$ cat src/verilog/irq_holdoff_regs.vh
// Register map, field positions and timing constants of the interrupt pin stage
`ifndef IRQ_HOLDOFF_REGS_VH
`define IRQ_HOLDOFF_REGS_VH

// ----------------------------------------------------------------------------
// Register offsets
// ----------------------------------------------------------------------------
`define CFG_OFFSET          8'h54

// ----------------------------------------------------------------------------
// Field positions of interrupt_pin_configuration
// ----------------------------------------------------------------------------
`define INTERVAL_MSB        31
`define INTERVAL_LSB        24
`define RESTART_BIT         14
`define HOLD_STS_BIT        13
`define MASTER_BIT          12
`define PIN_EN_BIT          8
`define POL_BIT             4
`define TYPE_BIT            0

// ----------------------------------------------------------------------------
// Reset values
// ----------------------------------------------------------------------------
`define CFG_RESET           32'h0000_0000
`define INTERVAL_RESET      8'h00

// ----------------------------------------------------------------------------
// Timing
// ----------------------------------------------------------------------------
`define HOLDOFF_UNIT_NS     10000
`define CLK_PERIOD_NS       4
`define TICK_CYCLES         ((`HOLDOFF_UNIT_NS + `CLK_PERIOD_NS - 1) / `CLK_PERIOD_NS)
`define TICK_CNT_W          12

`endif

$ cat src/verilog/holdoff_tick_gen.v
// Divider that marks each 10 us step of a hold-off interval
`timescale 1ns/10ps
`default_nettype none

`include "irq_holdoff_regs.vh"

module holdoff_tick_gen
(
    input  wire clk,
    input  wire sys_rst,
    input  wire restart,
    input  wire run,
    output wire tick
);

    localparam integer           TICK_LAST_INT = `TICK_CYCLES - 1;
    localparam [`TICK_CNT_W-1:0] TICK_LAST     = TICK_LAST_INT[`TICK_CNT_W-1:0];

    reg [`TICK_CNT_W-1:0] cnt_reg;
    reg [`TICK_CNT_W-1:0] cnt_next;

    // ------------------------------------------------------------------------
    // Step counter
    // ------------------------------------------------------------------------
    // Restart aligns the step grid to the start of a fresh interval
    assign tick = run && !restart && (cnt_reg == TICK_LAST);

    always @*
    begin
        cnt_next = cnt_reg;
        if (restart || !run)
            cnt_next = {`TICK_CNT_W{1'b0}};
        else if (cnt_reg == TICK_LAST)
            cnt_next = {`TICK_CNT_W{1'b0}};
        else
            cnt_next = cnt_reg + {{(`TICK_CNT_W-1){1'b0}}, 1'b1};
    end

    always @(posedge clk or posedge sys_rst)
    begin
        if (sys_rst)
            cnt_reg <= {`TICK_CNT_W{1'b0}};
        else
            cnt_reg <= cnt_next;
    end

endmodule

`default_nettype wire

$ cat src/verilog/irq_output_holdoff_control.v
// Interrupt pin configuration register, hold-off timer and pin driver stage
//
// Chosen here: strobed register access.
`timescale 1ns/10ps
`default_nettype none

`include "irq_holdoff_regs.vh"

// Overview of operation
// - Top byte holds hold-off interval, length is value times ten microseconds.
// - Writing zero interval stops hold-off, clears counter, releases pending interrupts.
// - A new non-zero interval applies to every later interrupt.
// - Power event interrupt bypasses hold-off and is never delayed.
// - Writing one to bit 14 restarts a fresh interval; bit self-clears.
// - Bit 13 reads one during hold-off; ordinary sources blocked from pin.
// - Read-only bit 12 shows the combined internal interrupt line.
// - Master bit ignores pin enable and hold-off setting.
// - Bit 8 zero keeps pin deasserted; one drives pin from line.
// - Pin enable affects only the pin, never internal status.
// - Bit 4 zero gives active-low pin; one gives active-high push-pull.
// - Bit 0 zero selects open-drain, one selects push-pull driver.
// - Open-drain always signals active low, polarity ignored.

module irq_output_holdoff_control
(
    input  wire        clk,
    input  wire        sys_rst,
    input  wire        soft_rst,
    input  wire [7:0]  reg_addr,
    input  wire [31:0] reg_wdata,
    input  wire        reg_wr,
    input  wire        reg_rd,
    output wire [31:0] reg_rdata,
    input  wire        source_active,
    input  wire        power_event,
    output wire        irq_pin_out,
    output wire        irq_pin_oe_n,
    output wire        holdoff_active
);

    // ------------------------------------------------------------------------
    // States
    // ------------------------------------------------------------------------
    localparam [0:0] ST_IDLE = 1'b0;
    localparam [0:0] ST_HOLD = 1'b1;

    // ------------------------------------------------------------------------
    // Address decode
    // ------------------------------------------------------------------------
    function is_cfg;
        input [7:0] addr;
        begin
            is_cfg = (addr == `CFG_OFFSET);
        end
    endfunction

    // ------------------------------------------------------------------------
    // Declarations
    // ------------------------------------------------------------------------
    reg  [7:0]  holdoff_interval_reg;
    reg  [7:0]  holdoff_interval_next;
    reg         pin_enable_reg;
    reg         pin_enable_next;
    reg         pin_polarity_reg;
    reg         pin_polarity_next;
    reg         pin_push_pull_reg;
    reg         pin_push_pull_next;
    reg  [0:0]  state_reg;
    reg  [0:0]  state_next;
    reg  [7:0]  units_left_reg;
    reg  [7:0]  units_left_next;
    reg         delivered_reg;
    reg         delivered_next;
    reg         pin_out_reg;
    reg         pin_out_next;
    reg         pin_oe_n_reg;
    reg         pin_oe_n_next;
    reg  [31:0] rdata_reg;
    reg  [31:0] rdata_next;
    reg         hold_start;
    reg         line_active;
    reg         hold_out_reg;

    wire        cfg_wr;
    wire        cfg_rd;
    wire [7:0]  wr_interval;
    wire        wr_restart;
    wire        master_line;
    wire        source_path;
    wire        tick;
    wire        serviced;
    wire [7:0]  service_len;

    assign cfg_wr      = reg_wr && is_cfg(reg_addr);
    assign cfg_rd      = reg_rd && is_cfg(reg_addr);
    assign wr_interval = reg_wdata[`INTERVAL_MSB:`INTERVAL_LSB];
    assign wr_restart  = reg_wdata[`RESTART_BIT];

    // ------------------------------------------------------------------------
    // Internal interrupt line
    // ------------------------------------------------------------------------
    // Neither pin enable nor hold-off touches the master line
    assign master_line = source_active || power_event;

    // Ordinary sources are held back while a hold-off interval runs
    assign source_path = source_active && (state_reg == ST_IDLE);

    // ------------------------------------------------------------------------
    // Service detect
    // ------------------------------------------------------------------------
    // Power event never counts as service: it must not start a hold-off
    // that would then delay the ordinary sources behind it
    assign serviced    = delivered_reg && !source_active;

    // A value written in the same cycle already counts for this hold-off
    assign service_len = holdoff_interval_next;

    // ------------------------------------------------------------------------
    // Configuration fields
    // ------------------------------------------------------------------------
    // Polarity and driver type survive a soft reset so the pin never
    // glitches to the wrong level while software re-initialises the block
    always @*
    begin
        holdoff_interval_next = holdoff_interval_reg;
        pin_enable_next       = pin_enable_reg;
        pin_polarity_next     = pin_polarity_reg;
        pin_push_pull_next    = pin_push_pull_reg;
        if (soft_rst)
        begin
            holdoff_interval_next = `INTERVAL_RESET;
            pin_enable_next       = 1'b0;
        end
        else if (cfg_wr)
        begin
            holdoff_interval_next = wr_interval;
            pin_enable_next       = reg_wdata[`PIN_EN_BIT];
            pin_polarity_next     = reg_wdata[`POL_BIT];
            pin_push_pull_next    = reg_wdata[`TYPE_BIT];
        end
    end

    always @(posedge clk or posedge sys_rst)
    begin
        if (sys_rst)
        begin
            holdoff_interval_reg <= `INTERVAL_RESET;
            pin_enable_reg       <= 1'b0;
            pin_polarity_reg     <= 1'b0;
            pin_push_pull_reg    <= 1'b0;
        end
        else
        begin
            holdoff_interval_reg <= holdoff_interval_next;
            pin_enable_reg       <= pin_enable_next;
            pin_polarity_reg     <= pin_polarity_next;
            pin_push_pull_reg    <= pin_push_pull_next;
        end
    end

    // ------------------------------------------------------------------------
    // Hold-off state machine
    // ------------------------------------------------------------------------
    // A zero interval written in the same cycle as a restart wins:
    // hold-off is then disabled and nothing is started
    always @*
    begin
        state_next      = state_reg;
        units_left_next = units_left_reg;
        hold_start      = 1'b0;
        if (soft_rst)
        begin
            state_next      = ST_IDLE;
            units_left_next = 8'h00;
        end
        else if (cfg_wr && (wr_interval == 8'h00))
        begin
            state_next      = ST_IDLE;
            units_left_next = 8'h00;
        end
        else if (cfg_wr && wr_restart)
        begin
            hold_start      = 1'b1;
            state_next      = ST_HOLD;
            units_left_next = wr_interval;
        end
        else
        begin
            case (state_reg)
                ST_IDLE:
                begin
                    // Service seen as the delivered request dropping
                    if (serviced && (service_len != 8'h00))
                    begin
                        hold_start      = 1'b1;
                        state_next      = ST_HOLD;
                        units_left_next = service_len;
                    end
                end
                ST_HOLD:
                begin
                    if (tick)
                    begin
                        // Last step ends the interval; pending requests reach the pin next cycle
                        if (units_left_reg <= 8'h01)
                        begin
                            state_next      = ST_IDLE;
                            units_left_next = 8'h00;
                        end
                        else
                            units_left_next = units_left_reg - 8'h01;
                    end
                end
                default:
                begin
                    state_next      = ST_IDLE;
                    units_left_next = 8'h00;
                end
            endcase
        end
    end

    always @(posedge clk or posedge sys_rst)
    begin
        if (sys_rst)
        begin
            state_reg      <= ST_IDLE;
            units_left_reg <= 8'h00;
        end
        else
        begin
            state_reg      <= state_next;
            units_left_reg <= units_left_next;
        end
    end

    holdoff_tick_gen u_tick
    (
        .clk     (clk),
        .sys_rst (sys_rst),
        .restart (hold_start),
        .run     (state_reg == ST_HOLD),
        .tick    (tick)
    );

    // ------------------------------------------------------------------------
    // Hold status output
    // ------------------------------------------------------------------------
    // Own flop, loaded from the next state, so the status output changes
    // at the same edge as the state and never shows a decode glitch
    always @(posedge clk or posedge sys_rst)
    begin
        if (sys_rst)
            hold_out_reg <= 1'b0;
        else
            hold_out_reg <= (state_next == ST_HOLD);
    end

    assign holdoff_active = hold_out_reg;

    // ------------------------------------------------------------------------
    // Delivered request and pin driver
    // ------------------------------------------------------------------------
    // Power event goes straight to the pin, not through the hold-off gate
    always @*
    begin
        line_active    = source_path || power_event;
        delivered_next = source_path;
        pin_out_next   = 1'b0;
        pin_oe_n_next  = 1'b1;
        if (!pin_enable_reg)
            line_active = 1'b0;
        if (!pin_push_pull_reg)
        begin
            // Open drain pulls low only; polarity is meaningless here
            pin_out_next  = 1'b0;
            pin_oe_n_next = !line_active;
        end
        else
        begin
            pin_oe_n_next = 1'b0;
            pin_out_next  = pin_polarity_reg ? line_active : !line_active;
        end
    end

    always @(posedge clk or posedge sys_rst)
    begin
        if (sys_rst)
        begin
            delivered_reg <= 1'b0;
            pin_out_reg   <= 1'b0;
            pin_oe_n_reg  <= 1'b1;
        end
        else
        begin
            delivered_reg <= delivered_next;
            pin_out_reg   <= pin_out_next;
            pin_oe_n_reg  <= pin_oe_n_next;
        end
    end

    assign irq_pin_out  = pin_out_reg;
    assign irq_pin_oe_n = pin_oe_n_reg;

    // ------------------------------------------------------------------------
    // Read port
    // ------------------------------------------------------------------------
    // Restart bit is write-only and always reads back zero
    // Reserved bits stay zero so software can write back what it read
    function [31:0] cfg_view;
        input [7:0] interval;
        input       hold;
        input       master;
        input       enable;
        input       polarity;
        input       push_pull;
        begin
            cfg_view = 32'h0000_0000;
            cfg_view[`INTERVAL_MSB:`INTERVAL_LSB] = interval;
            cfg_view[`RESTART_BIT]  = 1'b0;
            cfg_view[`HOLD_STS_BIT] = hold;
            cfg_view[`MASTER_BIT]   = master;
            cfg_view[`PIN_EN_BIT]   = enable;
            cfg_view[`POL_BIT]      = polarity;
            cfg_view[`TYPE_BIT]     = push_pull;
        end
    endfunction

    always @*
    begin
        rdata_next = 32'h0000_0000;
        if (cfg_rd)
            rdata_next = cfg_view(holdoff_interval_reg, (state_reg == ST_HOLD), master_line,
                                  pin_enable_reg, pin_polarity_reg, pin_push_pull_reg);
    end

    always @(posedge clk or posedge sys_rst)
    begin
        if (sys_rst)
            rdata_reg <= `CFG_RESET;
        else
            rdata_reg <= rdata_next;
    end

    assign reg_rdata = rdata_reg;

endmodule

`default_nettype wire
$ cat config.mk
export PLATFORM = sky130hd
export DESIGN_NAME = irq_output_holdoff_control
export DESIGN_NICKNAME = d
export VERILOG_FILES = /design/src/verilog/holdoff_tick_gen.v /design/src/verilog/irq_output_holdoff_control.v
export VERILOG_INCLUDE_DIRS = /design/src /design/src/verilog
export SDC_FILE = /design/constraint.sdc
export NUM_CORES = 1
export LEC_CHECK = 0
export BUFFER_PORTS_ARGS = -buffer_cell sky130_fd_sc_hd__buf_2
export CAP_MARGIN = 20
export CORE_MARGIN = 4
export CORE_UTILIZATION = 25
export CTS_CLUSTER_DIAMETER = 30
export DETAILED_ROUTE_END_ITERATION = 10
export GPL_TIMING_DRIVEN = 0
export PLACE_DENSITY = 0.41
export SLEW_MARGIN = 20
export SYNTH_ARGS = -nofsm -noshare
export SYNTH_HDL_FRONTEND = slang
export SYNTH_SLANG_ARGS = --single-unit
$ cat constraint.sdc
create_clock -name clk -period 5.8 [get_ports clk]
set_input_delay 0.29 -clock clk [delete_from_list [all_inputs] [get_ports clk]]
set_output_delay 0.29 -clock clk [all_outputs]
set_load 0.02 [all_outputs]
==> qor.yml <==
global_route:
  grt_pass1_vias: 2230
  grt_pass1_wl_um: 11300
  track_usage_pct: 11.18
  grt_max_degree: 31
  overflow: 0
  antenna_found_initial: 0
power:
  p_switching_uw: 157.3
  seqPwrFrac_pct: 55.0
  power.leakage_nw: 1.515
  sw_frac_of_total_pct: 25.67
  p_clk_share_pct: 35.8
  total_power_uw: 612.8
  internal_power_uw: 455.5
  p_comb_share_pct: 9.2
  cellPowerDensity_mw_per_mm2: 192.0
  ir_worst_vdd_v: 0.00007459
layout:
  n_antenna_cell: 0
  areaGrowthSynthToFinish_pct: 21.48
  fillers: 1110
  final_cells: 478
  largest_reg_flops: 13
  layout-drive-gt1-share_pct: 23.98
  final_util_pct: 31.06
  nets: 391
clock_tree:
  htree_num_levels: 2
  clk_pin_slew_ns: 0.09
  cts_tree: "built"
  clock_path_buffers: 2
  root_buffer: "clkbuf_8"
  numCtsBuffers: 5
  post_cts_buffers: 0
  clk_latency_ns: 0.31
  cts_resized: 0
  ctsHoldBuffers: 1
  clock-sinks: 48
job:
  cap_violations: 0
die:
  fp-row-count: 37
  io_pins: 82
  start_util_pct: 25.57
  die_area_sq_mm: 0.01221
  placeableCoreArea_sq_mm: 0.01028
  die_height_um: 110.5
  die_w_um: 110.5
logic_synthesis:
  synth-seq-cells: 48
  yosysSeqAreaShare_pct: 45.76
  yosysTopAreaCellShare_pct: 44.76
  ys.flop_type: "dfrtp_1"
  post-synth-top-count-cell: "dfrtp_1"
  synth-edff-count: 0
  netlist_area_sq_mm: 0.002628
  yosys-top-cells-count: "47 x dfrtp_1, 30 x nand2_1, 20 x buf_4, 17 x nor2_1, 16 x and2_1"
  synth_warnings: 0
  netlist_top_cells_area: "dfrtp_1 45%, buf_4 5.7%, nand2_1 4.3%"
  synth_top_cell_by_area: "dfrtp_1"
  synthArstFlopShare_pct: 100.0
  syn_inst: 274
  synth.avg_cell_area_sq_um: 9.589
  ys_types: 54
worst_setup_path:
  worstSetupStartpointType: "flip-flop"
  crit_path_max_fanout: 8
  endpoint_kind: "flip-flop"
  worstSetupPathType: "reg2reg"
  arrival_ns: 2.49
  crit_required_ns: 5.97
drt:
  drt_iter0_drc: 91
  final_antenna_net_count: 0
  routedWlPerCell_um: 14.24
  vias: 2203
  viasPerCell: 4.609
  drtPass1Iterations: 4
  drt_wl_total_um: 6806
  drc: 0
sta:
  tightest_slew_ns: 0.6296
  fin_crit_sh_pct: 39.87
  drv_slew: 0
  finalHoldViolations: 0
  setup_violations: 0
  skew_ns: 0.01377
  tns_ns: 0
  max_slew_margin_pct: 57.90
  whs_ns: 0.2084
  fmax_mhz: 432.5
  rsz0062_at_grt: "false"
  period_minus_slack_ns: 2.312
placed_design:
  placedCellCount: 469
  dp_hpwl_um: 5080
  gp_congestion: 0.7368
  io_buffers: 40
hold_path:
  hold_class: "in2reg"
run_status:
  status: "completed"
[layout make-up]
cell class,instances,area (sq um),share of cell area (%)
plain buffers,31,196.4,6.154
clock buffers,6,82.58,2.587
clock inverters,2,13.76,0.4312
inverters,7,26.28,0.8232
multi-input cells,206,1270,39.79
flip-flops and latches,48,1202,37.67
well taps,136,170.2,5.331
repair buffers,42,230.2,7.213
[routing by layer]
layer  track usage [%]  part of all wire, %  routed length (um)
met5                 0                    0                   0
met2             17.56                   46                3099
met3             2.795                  4.8                 327
met4             3.120                 0.97                  66
met1             15.27                   49                3313
[path summary, 6_finish.rpt]
path | startpoint | to | slack [ns] | cells past startpoint
hold reg to reg | pin_push_pull_reg | irq_pin_oe_n | 0.43 | 1
setup / recovery | units_left_reg[4] | units_left_reg[2] | 3.49 | 5
min in group asynchronous | sys_rst | u_tick.cnt_reg[2] | 0.52 | 3
setup reg to reg | units_left_reg[4] | units_left_reg[2] | 3.49 | 5
max in group asynchronous | sys_rst | units_left_reg[2] | 4.74 | 4
hold / removal | power_event | reg_rdata[12] | 0.21 | 2
[kinds of logic (layout without fill, tap and decap cells)]
kind of cell,Yosys count,count (layout),synth area share (%)
DFF,48,48,45.76
other,1,19,0.1427
buffers and inverters,38,88,8.476
muxes,2,2,0.8571
xor gates and xnor gates,13,13,4.333
and+or+nand+nor,116,116,23.86
AOI/OAI and AO/OA,53,53,15.14
adders and majority gates,3,3,1.429
[power by group through the flow]
stage,clock [mW],sequential [mW],combinational [mW]
final,0.219,0.337,0.0565
after global placement,0,0.344,0.0543
after global routing,0.248,0.337,0.0623
after floorplan,0,0.344,0.0364
after detailed placement,0,0.344,0.0562
after CTS,0.231,0.337,0.0567
[through the flow]
step	instance area, sq um	worst slack (ns)
2_1_floorplan	2695	3.801
3_3_place_gp	3065	3.444
3_5_place_dp	3085	3.431
4_1_cts	3192	3.493
5_1_grt	3192	3.325
6_report	3192	3.488
[critical path, stage by stage, from the launching register on]
cell	delay, ns
dfrtp_1	0.44
or4_4	0.60
o41ai_4	0.56
o21ai_1	0.14
a221oi_1	0.32
a211oi_1	0.12
[cell usage in the layout (no fill, tap or decap), types with 2 or more instances in the layout]
cell | netlist | final
o21ai_0 | 4 | 4
o31a_1 | 2 | 2
a211oi_1 | 10 | 10
a221oi_1 | 5 | 5
and3b_1 | 3 | 3
inv_1 | 7 | 6
o21a_1 | 2 | 2
nor3_1 | 13 | 13
clkbuf_8 | 0 | 6
xor2_1 | 4 | 4
nor2b_1 | 5 | 5
and2_1 | 16 | 16
buf_4 | 20 | 20
o21ai_1 | 3 | 3
or3_1 | 2 | 2
nor4_1 | 5 | 5
mux2_2 | 2 | 2
dfrtp_1 | 47 | 47
o31ai_1 | 2 | 2
nand2_1 | 30 | 30
o311a_1 | 2 | 2
and3_1 | 10 | 10
conb_1 | 1 | 19
xnor2_1 | 9 | 9
buf_2 | 4 | 44
nor2_1 | 17 | 17
a21oi_1 | 11 | 11
ha_1 | 3 | 3
nand3_1 | 4 | 4
clkbuf_1 | 6 | 6
No activity file was read; power rests on OpenSTA's default activity.
